<file path="src/design/split_completion_pkg.sv">
// Operation
// - On immediate completion the bridge builds a Split Completion back to requester.
// - Completion address derives from the original request like any completer.
// - Completer ID names the bridge on the bus that completed immediately.
// - Primary completion takes bus, device, function from bridge status low sixteen bits.
// - Secondary completion uses secondary bus number, device and function zero.
// - Immediately completed writes also carry a Split Completion Message as data.
// - Address phase drives AD with content copied from request address and attributes.
// - Forwarding uses lower address to locate start against the disconnect boundary.
// - Lower address copies request bits 6:0 for first non-message burst-read completion.
// - Lower address is zero on resume at boundary, DWORD requests, and messages.
// - Address bit 7 is driven zero.
// - Requester function, device, bus fields copy from requester attributes.
// - Forwarding decision examines the requester bus number field.
// - Five-bit tag copies from requester attributes.
// - Relaxed-ordering bit optionally copies from requester attributes.
// - Top two address bits driven zero; requester ignores them.
// - Command lines carry the Split Completion command during the address phase.
// - Attributes hold twelve-bit byte count (zero means 4096) and completer ID.
// - For a message, message bit one, byte count four, byte-count-modified zero.
`default_nettype none
package split_completion_pkg;

   // ==========================================================
   // Configuration offsets and reset values
   localparam logic [7:0] SEC_BUS_OFFSET = 8'h19;
   localparam logic [7:0] BRIDGE_STATUS_OFFSET = 8'hf4;
   localparam logic [7:0] SEC_BUS_RESET = 8'h00;
   localparam logic [15:0] BRIDGE_STATUS_RESET = 16'h0000;

   // ==========================================================
   // Address and attribute field positions
   localparam int LOWER_ADDR_MSB = 6;
   localparam int FUNC_LSB = 8;
   localparam int DEV_LSB = 11;
   localparam int BUS_LSB = 16;
   localparam int TAG_LSB = 24;
   localparam int RO_BIT = 29;
   localparam int SCM_BIT = 29;
   localparam int SCE_BIT = 30;
   localparam int BCM_BIT = 31;

   // ==========================================================
   // Bus commands and message content
   localparam logic [3:0] CMD_IO_READ = 4'h2;
   localparam logic [3:0] CMD_IO_WRITE = 4'h3;
   localparam logic [3:0] CMD_MEM_READ_DWORD = 4'h6;
   localparam logic [3:0] CMD_ALIAS_READ_BLOCK = 4'h8;
   localparam logic [3:0] CMD_CFG_READ = 4'ha;
   localparam logic [3:0] CMD_CFG_WRITE = 4'hb;
   localparam logic [3:0] CMD_SPLIT_COMPLETION = 4'hc;
   localparam logic [3:0] CMD_MEM_READ_BLOCK = 4'he;
   localparam logic [11:0] MSG_BYTE_COUNT = 12'h004;
   localparam logic [3:0] MSG_CLASS_NORMAL = 4'h0;
   localparam logic [7:0] MSG_INDEX_NORMAL = 8'h00;
   localparam logic [12:0] ADB_SIZE = 13'h0080;

   typedef enum logic [2:0] {
      ST_IDLE,
      ST_WAIT_DONE,
      ST_SEND_ADDR,
      ST_SEND_MSG,
      ST_DATA
   } sc_state_t;

   function automatic logic is_burst_read(input logic [3:0] cmd);
      is_burst_read = (cmd == CMD_MEM_READ_BLOCK) || (cmd == CMD_ALIAS_READ_BLOCK);
   endfunction

   function automatic logic is_write_req(input logic [3:0] cmd);
      is_write_req = (cmd == CMD_IO_WRITE) || (cmd == CMD_CFG_WRITE);
   endfunction

endpackage
`default_nettype wire
</file>
<file path="src/design/split_completion_builder.sv">
`timescale 1ns/1ns
`default_nettype none
module split_completion_builder (
   input wire logic core_clk,
   input wire logic reset,
   // Configuration access
   input wire logic cfg_wr,
   input wire logic cfg_rd,
   input wire logic [7:0] cfg_addr,
   input wire logic [3:0] cfg_be,
   input wire logic [31:0] cfg_wdata,
   output logic [31:0] cfg_rdata,
   output logic cfg_rdata_valid,
   // Forwarded split request capture
   input wire logic req_valid,
   output logic req_ready,
   input wire logic [31:0] req_addr,
   input wire logic [3:0] req_cmd,
   input wire logic [31:0] req_attr_ad,
   input wire logic [3:0] req_attr_cbe,
   // Far bus outcome
   input wire logic imm_done,
   input wire logic imm_on_secondary,
   input wire logic master_abort,
   // Split completion address and attribute phase
   output logic sc_addr_valid,
   input wire logic sc_addr_ready,
   output logic [31:0] sc_addr,
   output logic [3:0] sc_cmd,
   output logic [31:0] sc_attr_ad,
   output logic [3:0] sc_attr_cbe,
   // Split completion message data phase
   output logic sc_msg_valid,
   input wire logic sc_msg_ready,
   output logic [31:0] sc_msg_data,
   // Read data phase outcome
   input wire logic sc_data_done,
   input wire logic sc_disconnect,
   input wire logic [12:0] sc_bytes_moved,
   output logic busy,
   // Forwarding check of incoming completions
   input wire logic [31:0] fwd_addr,
   input wire logic fwd_from_primary,
   input wire logic [7:0] sub_bus_number,
   output logic fwd_take,
   output logic [12:0] fwd_bytes_to_adb
);

   // ==========================================================
   // Configuration registers
   localparam logic [5:0] SEC_DWORD = split_completion_pkg::SEC_BUS_OFFSET[7:2];
   localparam logic [1:0] SEC_LANE = split_completion_pkg::SEC_BUS_OFFSET[1:0];
   localparam logic [5:0] BSR_DWORD = split_completion_pkg::BRIDGE_STATUS_OFFSET[7:2];

   logic [7:0] secondary_bus_number_q, secondary_bus_number_d;
   logic [15:0] bridge_bus_device_status_q, bridge_bus_device_status_d;
   logic [31:0] cfg_rdata_q, cfg_rdata_d;
   logic cfg_rdata_valid_q, cfg_rdata_valid_d;

   always_comb begin
      secondary_bus_number_d = secondary_bus_number_q;
      bridge_bus_device_status_d = bridge_bus_device_status_q;
      cfg_rdata_d = cfg_rdata_q;
      cfg_rdata_valid_d = cfg_rd;
      if (cfg_wr && cfg_addr[7:2] == SEC_DWORD && cfg_be[SEC_LANE]) begin
         secondary_bus_number_d = cfg_wdata[8*SEC_LANE +: 8];
      end
      if (cfg_wr && cfg_addr[7:2] == BSR_DWORD) begin
         if (cfg_be[0]) begin
            bridge_bus_device_status_d[7:0] = cfg_wdata[7:0];
         end
         if (cfg_be[1]) begin
            bridge_bus_device_status_d[15:8] = cfg_wdata[15:8];
         end
      end
      if (cfg_rd) begin
         // Only this block's bytes are returned; other space reads zero here
         cfg_rdata_d = 32'h0000_0000;
         if (cfg_addr[7:2] == SEC_DWORD) begin
            cfg_rdata_d[8*SEC_LANE +: 8] = secondary_bus_number_q;
         end else if (cfg_addr[7:2] == BSR_DWORD) begin
            cfg_rdata_d[15:0] = bridge_bus_device_status_q;
         end
      end
   end

   always_ff @(posedge core_clk) begin
      if (reset) begin
         secondary_bus_number_q <= split_completion_pkg::SEC_BUS_RESET;
         bridge_bus_device_status_q <= split_completion_pkg::BRIDGE_STATUS_RESET;
         cfg_rdata_q <= 32'h0000_0000;
         cfg_rdata_valid_q <= 1'b0;
      end else begin
         secondary_bus_number_q <= secondary_bus_number_d;
         bridge_bus_device_status_q <= bridge_bus_device_status_d;
         cfg_rdata_q <= cfg_rdata_d;
         cfg_rdata_valid_q <= cfg_rdata_valid_d;
      end
   end

   assign cfg_rdata = cfg_rdata_q;
   assign cfg_rdata_valid = cfg_rdata_valid_q;

   // ==========================================================
   // Request store and completion sequencing
   split_completion_pkg::sc_state_t state_q, state_d;
   logic [31:0] addr_q, addr_d;
   logic [3:0] cmd_q, cmd_d;
   logic [31:0] rattr_q, rattr_d;
   logic [12:0] remain_q, remain_d;
   logic first_q, first_d;
   logic [15:0] cid_q, cid_d;
   logic [31:0] sc_addr_q, sc_addr_d;
   logic [31:0] sc_attr_ad_q, sc_attr_ad_d;
   logic [3:0] sc_attr_cbe_q, sc_attr_cbe_d;
   logic [31:0] sc_msg_data_q, sc_msg_data_d;
   logic [12:0] req_count;
   logic is_msg;
   logic is_burst;
   logic [11:0] count_field;
   logic [6:0] lower;

   always_comb begin
      // Zero byte count in the request means the full 4096
      req_count = (req_attr_cbe == 4'h0 && req_attr_ad[7:0] == 8'h00) ? 13'h1000 :
                  {1'b0, req_attr_cbe, req_attr_ad[7:0]};
      is_msg = split_completion_pkg::is_write_req(cmd_q);
      is_burst = split_completion_pkg::is_burst_read(cmd_q);
      count_field = is_msg ? split_completion_pkg::MSG_BYTE_COUNT : remain_q[11:0];
      // Message, DWORD request or resumed sequence all start at offset zero
      lower = (is_burst && first_q && !is_msg) ? addr_q[6:0] : 7'h00;
   end

   always_comb begin
      state_d = state_q;
      addr_d = addr_q;
      cmd_d = cmd_q;
      rattr_d = rattr_q;
      remain_d = remain_q;
      first_d = first_q;
      cid_d = cid_q;
      sc_addr_d = sc_addr_q;
      sc_attr_ad_d = sc_attr_ad_q;
      sc_attr_cbe_d = sc_attr_cbe_q;
      sc_msg_data_d = sc_msg_data_q;
      case (state_q)
         split_completion_pkg::ST_IDLE: begin
            if (req_valid) begin
               addr_d = req_addr;
               cmd_d = req_cmd;
               rattr_d = req_attr_ad;
               first_d = 1'b1;
               // Non-burst requests complete a single DWORD
               remain_d = split_completion_pkg::is_burst_read(req_cmd) ? req_count : 13'h0004;
               state_d = split_completion_pkg::ST_WAIT_DONE;
            end
         end
         split_completion_pkg::ST_WAIT_DONE: begin
            // The far completer never splits again; abort just drops the entry
            if (master_abort) begin
               state_d = split_completion_pkg::ST_IDLE;
            end else if (imm_done) begin
               if (imm_on_secondary) begin
                  cid_d = {secondary_bus_number_q, 8'h00};
               end else begin
                  cid_d = bridge_bus_device_status_q;
               end
               state_d = split_completion_pkg::ST_SEND_ADDR;
            end
         end
         split_completion_pkg::ST_SEND_ADDR: begin
            if (sc_addr_ready) begin
               first_d = 1'b0;
               if (is_msg) begin
                  state_d = split_completion_pkg::ST_SEND_MSG;
               end else begin
                  state_d = split_completion_pkg::ST_DATA;
               end
            end
         end
         split_completion_pkg::ST_SEND_MSG: begin
            if (sc_msg_ready) begin
               state_d = split_completion_pkg::ST_IDLE;
            end
         end
         split_completion_pkg::ST_DATA: begin
            if (sc_disconnect && sc_bytes_moved < remain_q) begin
               // Resume with what is left of the sequence
               remain_d = remain_q - sc_bytes_moved;
               state_d = split_completion_pkg::ST_SEND_ADDR;
            end else if (sc_disconnect || sc_data_done) begin
               state_d = split_completion_pkg::ST_IDLE;
            end
         end
         default: begin
            state_d = split_completion_pkg::ST_IDLE;
         end
      endcase

      // Address phase image, rebuilt each time a phase is launched
      if (state_d == split_completion_pkg::ST_SEND_ADDR) begin
         sc_addr_d = 32'h0000_0000;
         sc_addr_d[6:0] = (state_q == split_completion_pkg::ST_DATA) ? 7'h00 : lower;
         sc_addr_d[23:8] = rattr_q[23:8];
         sc_addr_d[28:24] = rattr_q[28:24];
         sc_addr_d[split_completion_pkg::RO_BIT] = rattr_q[split_completion_pkg::RO_BIT];
         sc_attr_ad_d = 32'h0000_0000;
         sc_attr_ad_d[7:0] = count_field[7:0];
         sc_attr_ad_d[31:8] = {8'h00, cid_d};
         sc_attr_ad_d[split_completion_pkg::SCM_BIT] = is_msg;
         sc_attr_ad_d[split_completion_pkg::SCE_BIT] = 1'b0;
         // Full remaining count always sent, so never modified
         sc_attr_ad_d[split_completion_pkg::BCM_BIT] = 1'b0;
         sc_attr_cbe_d = count_field[11:8];
         if (state_q == split_completion_pkg::ST_DATA) begin
            sc_attr_ad_d[7:0] = remain_d[7:0];
            sc_attr_cbe_d = remain_d[11:8];
         end
         sc_msg_data_d = {split_completion_pkg::MSG_CLASS_NORMAL, split_completion_pkg::MSG_INDEX_NORMAL,
                          20'h0_0000};
      end
   end

   always_ff @(posedge core_clk) begin
      if (reset) begin
         state_q <= split_completion_pkg::ST_IDLE;
         addr_q <= 32'h0000_0000;
         cmd_q <= 4'h0;
         rattr_q <= 32'h0000_0000;
         remain_q <= 13'h0000;
         first_q <= 1'b0;
         cid_q <= 16'h0000;
         sc_addr_q <= 32'h0000_0000;
         sc_attr_ad_q <= 32'h0000_0000;
         sc_attr_cbe_q <= 4'h0;
         sc_msg_data_q <= 32'h0000_0000;
      end else begin
         state_q <= state_d;
         addr_q <= addr_d;
         cmd_q <= cmd_d;
         rattr_q <= rattr_d;
         remain_q <= remain_d;
         first_q <= first_d;
         cid_q <= cid_d;
         sc_addr_q <= sc_addr_d;
         sc_attr_ad_q <= sc_attr_ad_d;
         sc_attr_cbe_q <= sc_attr_cbe_d;
         sc_msg_data_q <= sc_msg_data_d;
      end
   end

   // ==========================================================
   // Outputs
   assign req_ready = (state_q == split_completion_pkg::ST_IDLE);
   assign busy = (state_q != split_completion_pkg::ST_IDLE);
   assign sc_addr_valid = (state_q == split_completion_pkg::ST_SEND_ADDR);
   assign sc_msg_valid = (state_q == split_completion_pkg::ST_SEND_MSG);
   assign sc_addr = sc_addr_q;
   assign sc_cmd = split_completion_pkg::CMD_SPLIT_COMPLETION;
   assign sc_attr_ad = sc_attr_ad_q;
   assign sc_attr_cbe = sc_attr_cbe_q;
   assign sc_msg_data = sc_msg_data_q;

   // ==========================================================
   // Forwarding check
   split_completion_forward u_forward (
      .fwd_addr(fwd_addr),
      .fwd_from_primary(fwd_from_primary),
      .sec_bus(secondary_bus_number_q),
      .sub_bus(sub_bus_number),
      .fwd_take(fwd_take),
      .fwd_bytes_to_adb(fwd_bytes_to_adb)
   );

endmodule
`default_nettype wire

</file>
<file path="src/design/split_completion_forward.sv">
`timescale 1ns/1ns
`default_nettype none
module split_completion_forward (
   input wire logic [31:0] fwd_addr,
   input wire logic fwd_from_primary,
   input wire logic [7:0] sec_bus,
   input wire logic [7:0] sub_bus,
   output logic fwd_take,
   output logic [12:0] fwd_bytes_to_adb
);
   logic [7:0] req_bus;
   logic [6:0] lower;

   always_comb begin
      req_bus = fwd_addr[split_completion_pkg::BUS_LSB +: 8];
      lower = fwd_addr[split_completion_pkg::LOWER_ADDR_MSB:0];
      // Downstream if requester lies behind the bridge, upstream otherwise
      if (fwd_from_primary) begin
         fwd_take = (req_bus >= sec_bus) && (req_bus <= sub_bus);
      end else begin
         fwd_take = (req_bus < sec_bus) || (req_bus > sub_bus);
      end
      fwd_bytes_to_adb = split_completion_pkg::ADB_SIZE - {6'h00, lower};
   end
endmodule
`default_nettype wire

</file>
<file path="config.mk">
export PLATFORM = sky130hd
export DESIGN_NAME = split_completion_builder
export DESIGN_NICKNAME = d
export VERILOG_FILES = /design/src/design/split_completion_pkg.sv /design/src/design/split_completion_builder.sv /design/src/design/split_completion_forward.sv
export SDC_FILE = /design/constraint.sdc
export NUM_CORES = 1
export LEC_CHECK = 0
export ABC_AREA = 1
export BUFFER_PORTS_ARGS = -buffer_cell sky130_fd_sc_hd__buf_2
export CAP_MARGIN = 25
export CORE_UTILIZATION = 50
export DETAILED_ROUTE_END_ITERATION = 16
export HOLD_SLACK_MARGIN = 0.1
export PLACE_DENSITY_LB_ADDON = 0.05
export SLEW_MARGIN = 5
export SYNTH_ARGS = -nofsm -noshare
export SYNTH_HDL_FRONTEND = slang
export SYNTH_SLANG_ARGS = --single-unit
</file>
<file path="constraint.sdc">
create_clock -name core_clk -period 2.9 [get_ports core_clk]
set_input_delay 0.58 -clock core_clk [delete_from_list [all_inputs] [get_ports core_clk]]
set_output_delay 0.58 -clock core_clk [all_outputs]
set_load 0.05 [all_outputs]
</file>
# Word level (Yosys, flattened, before mapping)
# Index checks and enable logic that the tools add are counted.
[classes]
addsub = 2
order_cmp = 5
n_eq_ne = 16
n_mux = 30
n_reduce_logical = 25
[op_table]
columns = ["cell", "count"]
rows = [
  ["16-bit 2-to-1 mux", 5],
  ["13-bit 2-to-1 mux", 4],
  ["13-bit case mux with 2 select lines", 1],
  ["3-bit 2-to-1 mux", 8],
  ["8-bit 2-to-1 mux", 3],
  ["4-bit equality test (second input constant)", 5],
  ["3-bit case mux with 5 select lines", 1],
  ["7-bit 2-to-1 mux", 2],
  ["13-bit < comparator", 1],
  ["13-bit subtractor", 1],
  ["12-bit 2-to-1 mux", 1],
  ["3-bit by 2-bit equality test with 1-bit output (second input constant)", 3],
  ["8-bit by 7-bit subtractor with 9-bit output (first input constant)", 1],
  ["8-bit greater-or-equal comparator", 1],
  ["8-bit greater-than comparator", 1],
  ["8-bit <= comparator", 1],
  ["1-bit logical AND", 8],
  ["8-bit zero test", 1],
  ["8-bit < comparator", 1],
  ["6-bit by 3-bit equality test with 1-bit output (second input constant)", 1],
  ["6-bit equality test (second input constant)", 1],
  ["2-bit AND reduction", 3],
  ["3-bit AND reduction", 2],
  ["1-bit logical OR", 5],
  ["other kinds (13)", 17],
]
[word_totals]
reg_bits = 173
in_bits = 182
out_inout_bits = 155

# Logic depth before layout (Yosys ltp)
# Gate-level depths: netlist of run 1.
[logic_depth]
word_depth = 7
depth_mapped = 15

# By module
# From an unflattened synthesis of run 1, not the netlist that was laid out.
[hier_totals]
hier_cells = 1275
area_unflattened_um2 = 8722.1
[modules_own_cells]
columns = ["module", "n_inst", "cells_each", "area_per_inst_um2"]
rows = [
  ["split_completion_builder", 1, 1175, 8116.5],
  ["split_completion_forward", 1, 100, 605.6],
]

# Least setup slack after synthesis of run 1
# OpenSTA, ideal clock, no wires.
[synth_path]
path_type = "input to output"
start = "in fwd_addr[0]"
end = "out fwd_bytes_to_adb[7]"
arrival_time_ns = 2.042
t_required_ns = 2.320
path_slack_ns = 0.278
path_stages = 3
n_path_buf = 0
path_cell_list = "nor3_1 nand3b_1 nor3_1"
[synth_between]
elab_chain_cells = 1
[synth_lines]
columns = ["item", "line", "text"]
rows = [
  ["start, declared", "split_completion_builder.sv:42", "input wire logic [31:0] fwd_addr,"],
  ["8-bit by 7-bit subtractor with 9-bit output", "split_completion_forward.sv:23", "fwd_bytes_to_adb = split_completion_pkg::ADB_SIZE - {6'h00, lower};"],
  ["end, declared", "split_completion_builder.sv:46", "output logic [12:0] fwd_bytes_to_adb"],
]
# Every way passes these cells.

# Final worst setup path of run 1
[layout_path]
start = "reg secondary_bus_number_q[5]"
end = "out fwd_take"
[layout_between]
elab_chain_cells = 3
elab_cells_between_ends = 5
classes_between = "order compare: 2; mux: 1; reduce/logical: 2"
[layout_lines]
columns = ["item", "line", "text"]
rows = [
  ["start, declared", "split_completion_builder.sv:55", "logic [7:0] secondary_bus_number_q, secondary_bus_number_d;"],
  ["start signal, assigned", "split_completion_builder.sv:89", "secondary_bus_number_q <= split_completion_pkg::SEC_BUS_RESET;"],
  ["start signal, assigned", "split_completion_builder.sv:94", "secondary_bus_number_q <= secondary_bus_number_d;"],
  ["8-bit < comparator or 8-bit greater-or-equal comparator (tied branches)", "split_completion_forward.sv:21, split_completion_forward.sv:19", ""],
  ["1-bit logical OR or 1-bit logical AND (tied branches)", "split_completion_forward.sv:21, split_completion_forward.sv:19", ""],
  ["1-bit 2-to-1 mux *", "split_completion_forward.sv:18", "if (fwd_from_primary) begin"],
  ["end, declared", "split_completion_builder.sv:45", "output logic fwd_take,"],
]
# Every way passes the cells marked *; elsewhere a longest branch is shown, timed or not.

==> metrics, run 1 <==
Worst Path Max Fanout=3; Worst Path Arrival=between 2000 and 2500 ps; vias in the first global route=between 7000 and 8000; clock sinks=~170; PD cells=550.4 nW/um^2; Leak Pwr=between 5 and 6 nW; ys flop type=dfxtp_1; Clock Skew=approximately 12 ps; Final Hold Violating Endpoints=0; Num CTS Buffers=17; die width=~140 um; worst hold-check path type=primary input to register; TritonCTS clock tree=done; final count of pins violating max slew=0; chip height=between 100 and 150 um; I/O pin cnt=about 340; grt ovf=0; first-pass GRT wire length=roughly 35000 um; routed length per instance=between 10 and 15 um; unrepaired setup endpoints after global routing=false; Worst-path clk slew=~70 ps; first-pass iteration count of the detailed router=5; Seq/Total Area, Yosys=between 30 and 40%; total power=5.757 mW; later-pin clock latency in the skew report=420 ps; routability congestion estimate=between 0.8 and 0.9; half-perimeter wire length after placement=approximately 16000 um; final setup vio count=0; maximum vdd drop=around 0.45 mV; Mean Syn Cell Area=about 6.8 sq um; Port Buffers=slightly above 200; synth warn=0; Cells after Synth=approximately 1300; Slew Limit Headroom=47.31%; fin nets=between 1500 and 2000; via/cell ratio=~4.8; Vias=roughly 8400; initial drt markers=approximately 530; Crit path required time=2320 ps; initial antenna violation count=3; Max Cap Viol=0; P&R area growth vs syn=17.78%; share of layout cells above drive strength 1=approximately 18%; Root Driver=clkbuf_16; library cells used by synthesis=40; Antenna Violating Nets Remaining=0; Max clock buf depth=2; number of synthesized register bits=approximately 170; Filler cells=1741; ANT cells=0; core area=approximately 17000 sq um; Worst Setup Start Kind=register; DRT Wirelength=22240 um; post-CTS resize count=0; status=finished, final reports clean; Highest Clock Rate=367.6 MHz; DRC=0; area of the die=18300 sq um; Critical Path End Type=output port; DP Worst Slack=approximately 290 ps; Multi-input gate area=4452 sq um; initial core utilization=approximately 51%; asr flop ratio synth=0%; Final WS setup=between 150 and 200 ps; htree depth=4; Final period util=a little over nine tenths; number of synthesized flops with an enable pin=0; post-synthesis cell area=~9000 sq um; CTS Hold Bufs=0; TNS Setup=0 ps; Total GRT Usage=23.94%; min Tclk post-route=approximately 2700 ps; Post-CTS Setup Bufs=0; Reg area=between 3000 and 4000 sq um; largest net degree at the start of global routing=just over 70; Slew @ Worst Pin=approximately 790 ps; FP Rows=48; Setup CP Type=register to output port
[cell families (layout without fill, tap and decap cells)]
| family | after synthesis | after routing | synth area share [%] |
|---|---|---|---|
| compound gates | 247 | 247 | 14.43 |
| xor+xnor | 8 | 8 | 0.7890 |
| fa+ha+maj | 31 | 31 | 4.452 |
| buf+inv | 286 | 417 | 15.50 |
| flops | 165 | 165 | 37.19 |
| other cells | 2 | 67 | 0.08456 |
| simple gates | 572 | 572 | 27.56 |
[routing by layer]
metal | track usage [%] | up-vias | routed length [um]
met4 | 6.180 | 6 | 263
met5 | 0 | - | 35
met1 | 31.94 | 3667 | 10170
met3 | 5.312 | 23 | 1671
met2 | 38.92 | 266 | 10100
li1 | - | 4435 | -
[cell type report]
cell class              instances  area share, %
clock buffers                  18          4.199
clock inverters                14          1.507
inverters                     160          5.742
multi-input cells             925          42.56
flip-flops and latches        165          31.58
well taps                     225          2.691
repair buffers                225          11.72
[synthesized netlist by cell type (6+ instances only)]
master      n  area (sq um)
nand2_1   231         867.1
nor2_1    193         724.4
dfxtp_1   165          3303
inv_1     153         574.3
a21oi_1   118         590.6
nand3_1   114         570.6
o21ai_0   110         550.5
buf_4      73         548.0
clkbuf_1   31         116.4
ha_1       30         375.4
buf_2      17         85.08
o211ai_1   13         97.59
nand4_1     7         43.79
nor3_1      7         35.03
xor2_1      6         52.55
[critical path: stages (launching register included)]
cell,delay [ps]
dfxtp_1,330
inv_1,100
ha_1,310
a21oi_1,140
nor2_1,60
a211oi_1,290
nand2_1,90
nand2_1,80
nand2_1,50
nand2_1,50
buf_2,250
[path summary, 6_finish.rpt]
check	startpoint	end	slack, ps	cells after the start
max reg2reg	remain_q[6]	sc_attr_cbe[0]	570	12
max	secondary_bus_number_q[5]	fwd_take	180	10
min	req_attr_ad[17]	rattr_q[17]	370	3
min reg2reg	cmd_q[3]	cmd_q[3]	440	2
[power by group]
group | total [mW] | switching, mW | internal (mW) | leakage [nW]
combinational | 1.11 | 0.809 | 0.302 | 3.45
sequential | 2.41 | 0.0587 | 2.36 | 1.34
clock | 2.23 | 1.05 | 1.18 | 0.294
total | 5.76 | 1.92 | 3.84 | 5.09
[cells in the final DEF (no fill, tap or decap), types with 5 or more instances in the layout]
master and n:
nand2_1 231, nand3_1 114, xor2_1 6, a21oi_1 118, nor2_1 193, o211ai_1 13
buf_4 16, ha_1 30, inv_1 152, buf_2 205, conb_1 67, inv_8 5
clkbuf_16 17, nor3_1 7, o21ai_0 110, dfxtp_1 165, inv_2 6, nand4_1 7
[state kept, by name, summed over array words and instances, names as in the netlist, 4 cells and up]
| signal | count |
|---|---|
| sc_attr_ad | 25 |
| remain_q | 13 |
| sc_addr | 29 |
| rattr_q | 22 |
| cfg_rdata | 16 |
| cid_q | 16 |
| secondary_bus_number_q | 8 |
| sc_attr_cbe | 4 |
| bridge_bus_device_status_q | 16 |
| cmd_q | 4 |
| addr_q | 7 |
[stage by stage]
step	instances	hold slack [ps]	utilization (%)	cell area, sq um
floorplan	1376	423.8	-	9125
global placement	1700	434.9	57.02	9863
detailed placement	1700	436.3	57.02	9863
CTS	1732	358.7	60.47	10460
global route	1732	358.4	60.47	10460
finish	1732	374.2	60.47	10460
No activity file was read; power rests on OpenSTA's default activity.
==> run 2: changes to the inputs <==
CORE_ASPECT_RATIO = 1.4   (was default)
PLACE_DENSITY = 0.81   (was default)
PLACE_DENSITY_LB_ADDON = default   (was 0.05)
==> run 2 against run 1 <==
- cell area is 0.34% higher
- clock skew up 1.4 ps
- register-to-register slack better by 40 ps
- routed wire length is 4.1% higher
- sequential power is essentially flat
- critical path type unchanged
- critical endpoint unchanged
- largest cell class unchanged
- largest power group unchanged
==> metrics, run 2 (synthesis results as in run 1) <==
status=finished, final reports clean; cell mode on critical path=nand2_1; first-pass iteration count of the detailed router=5; Slew Limit Headroom=a little under half; clock sinks=around 170; CP max stage delay=roughly 330 ps; maximum vdd drop=between 0.3 and 0.4 mV; Sw Pwr=approximately 1.9 mW; Logic pwr share=between 10% and 20%; CP Cell Sequence=inv_1 -> ha_1 -> a21oi_1 -> nor2_1 -> a211oi_1 -> nand2_1 -> nand2_1 -> nand2_1 -> nand2_1 -> buf_2; TritonCTS clock tree=done; Leak Pwr=slightly above 5 nW; Antenna Violating Nets Remaining=0; final count of pins violating max slew=0; critical path launch point=secondary_bus_number_q[5]; P&R area growth vs syn=18.17%; initial core utilization=between 50 and 60%; Max clock buf depth=2; via/cell ratio=~5.0; Worst Setup Start Kind=register; FF-to-FF path depth=12; initial antenna violation count=3; first-pass GRT wire length=~38000 um; most common cell after layout, fill and taps aside=nand2_1; die width=roughly 110 um; Sw Share=~33%; DRT Wirelength=around 23000 um; Worst-path clk slew=around 70 ps; Critical Path End Type=output port; Highest Clock Rate=around 370 MHz; core area=17400 sq um; Vias=8702; Layout Utilization=between 60% and 70%; TNS Setup=0 ps; DRC=0; most frequent cells in the layout=nand2_1 (231), buf_2 (205), nor2_1 (193), dfxtp_1 (165), inv_1 (152); FF-to-FF Start=remain_q[10]; routed length per instance=around 13 um; initial drt markers=between 500 and 600; wire length on met2=11790 um; Max Cap Viol=0; Final period util=approximately 92%; Clock Power Share=approximately two fifths; Crit path required time=around 2300 ps; Slew @ Worst Pin=roughly 800 ps; fin nets=about 1700; Buf/Inv on CP=2; CTS Hold Bufs=0; min Tclk post-route=~2700 ps; met1 WL=around 9100 um; internal power=between 3 and 4 mW; chip height=159.7 um; Post-CTS Setup Bufs=0; unrepaired setup endpoints after global routing=false; Worst Path Arrival=between 2000 and 2500 ps; final setup vio count=0; Total GRT Usage=between 20% and 30%; post-CTS resize count=0; Port Buffers=approximately 210; worst hold-check path type=primary input to register; I/O pin cnt=approximately 340; WP depth=10; area of the die=around 18000 sq um; Crit path max-delay family=compound AO/OA/AOI/OAI gates; largest net degree at the start of global routing=75; grt ovf=0; half-perimeter wire length after placement=17300 um; power share of the sequential group=about two fifths; max reg flops=29; Setup CP Type=register to output port; Root Driver=clkbuf_16; routability congestion estimate=about 0.94; Max Used Layer=met4; htree depth=4; critical path's slowest cell=dfxtp_1; Clock Skew=13.32 ps; later-pin clock latency in the skew report=between 400 and 500 ps; Num CTS Buffers=17; FP Rows=57; min-delay src=req_attr_ad[8]; PD cells=554.0 nW/um^2; share of layout cells above drive strength 1=between 10% and 20%; Worst Path Max Fanout=3; hold depth=3; DR WL met3=around 1200 um; vias in the first global route=about 8100; Final Hold Violating Endpoints=0
[run 2: cell type report]
type | instances | area [sq um]
antenna | 3 | 7.507
clock buffer | 17 | 425.4
clock inverter | 15 | 182.7
fill | 1689 | 6907
inverter | 160 | 600.6
multi-input combinational | 925 | 4452
sequential | 165 | 3303
tap | 236 | 295.3
timing repair buffer | 227 | 1229
[run 2: worst min-delay path: stages]
cell and delay (ps):
buf_2 80, nor2_1 30, nor2_1 80
[run 2: worst paths after layout]
kind,endpoint,slack (ps)
min,rattr_q[8],370
max reg2reg,sc_attr_ad[7],610
max,fwd_take,230
min reg2reg,sc_addr[27],460
[run 2: metrics by stage]
| stage | worst slack, ps | instance area [sq um] | instances | hold slack, ps | power [mW] |
|---|---|---|---|---|---|
| floorplan | 277.7 | 9125 | 1376 | 423.8 | 3.370 |
| global placement | 317.8 | 9879 | 1713 | 438.2 | 3.561 |
| detailed placement | 299.4 | 9879 | 1713 | 442.0 | 3.577 |
| CTS | 207.0 | 10490 | 1745 | 356.9 | 5.847 |
| global route | 64.80 | 10500 | 1748 | 367.3 | 6.082 |
| finish | 231.2 | 10500 | 1748 | 370.3 | 5.815 |
[run 2: per-layer routing]
metal / global-route usage (%) / vias to the layer above
li1: - / 4438
met1: 28.97 / 3864
met2: 45.98 / 332
met3: 3.947 / 68
met4: 15.53 / 0
met5: 0 / -
[run 2: power by group through the flow]
| stage | clock network, mW | logic, mW | registers, mW |
|---|---|---|---|
| 2_1_floorplan | 0 | 0.833 | 2.54 |
| 6_report | 2.28 | 1.12 | 2.42 |
| 3_3_place_gp | 0 | 1.10 | 2.46 |
| 3_5_place_dp | 0 | 1.11 | 2.47 |
| 4_1_cts | 2.32 | 1.11 | 2.42 |
| 5_1_grt | 2.42 | 1.23 | 2.43 |
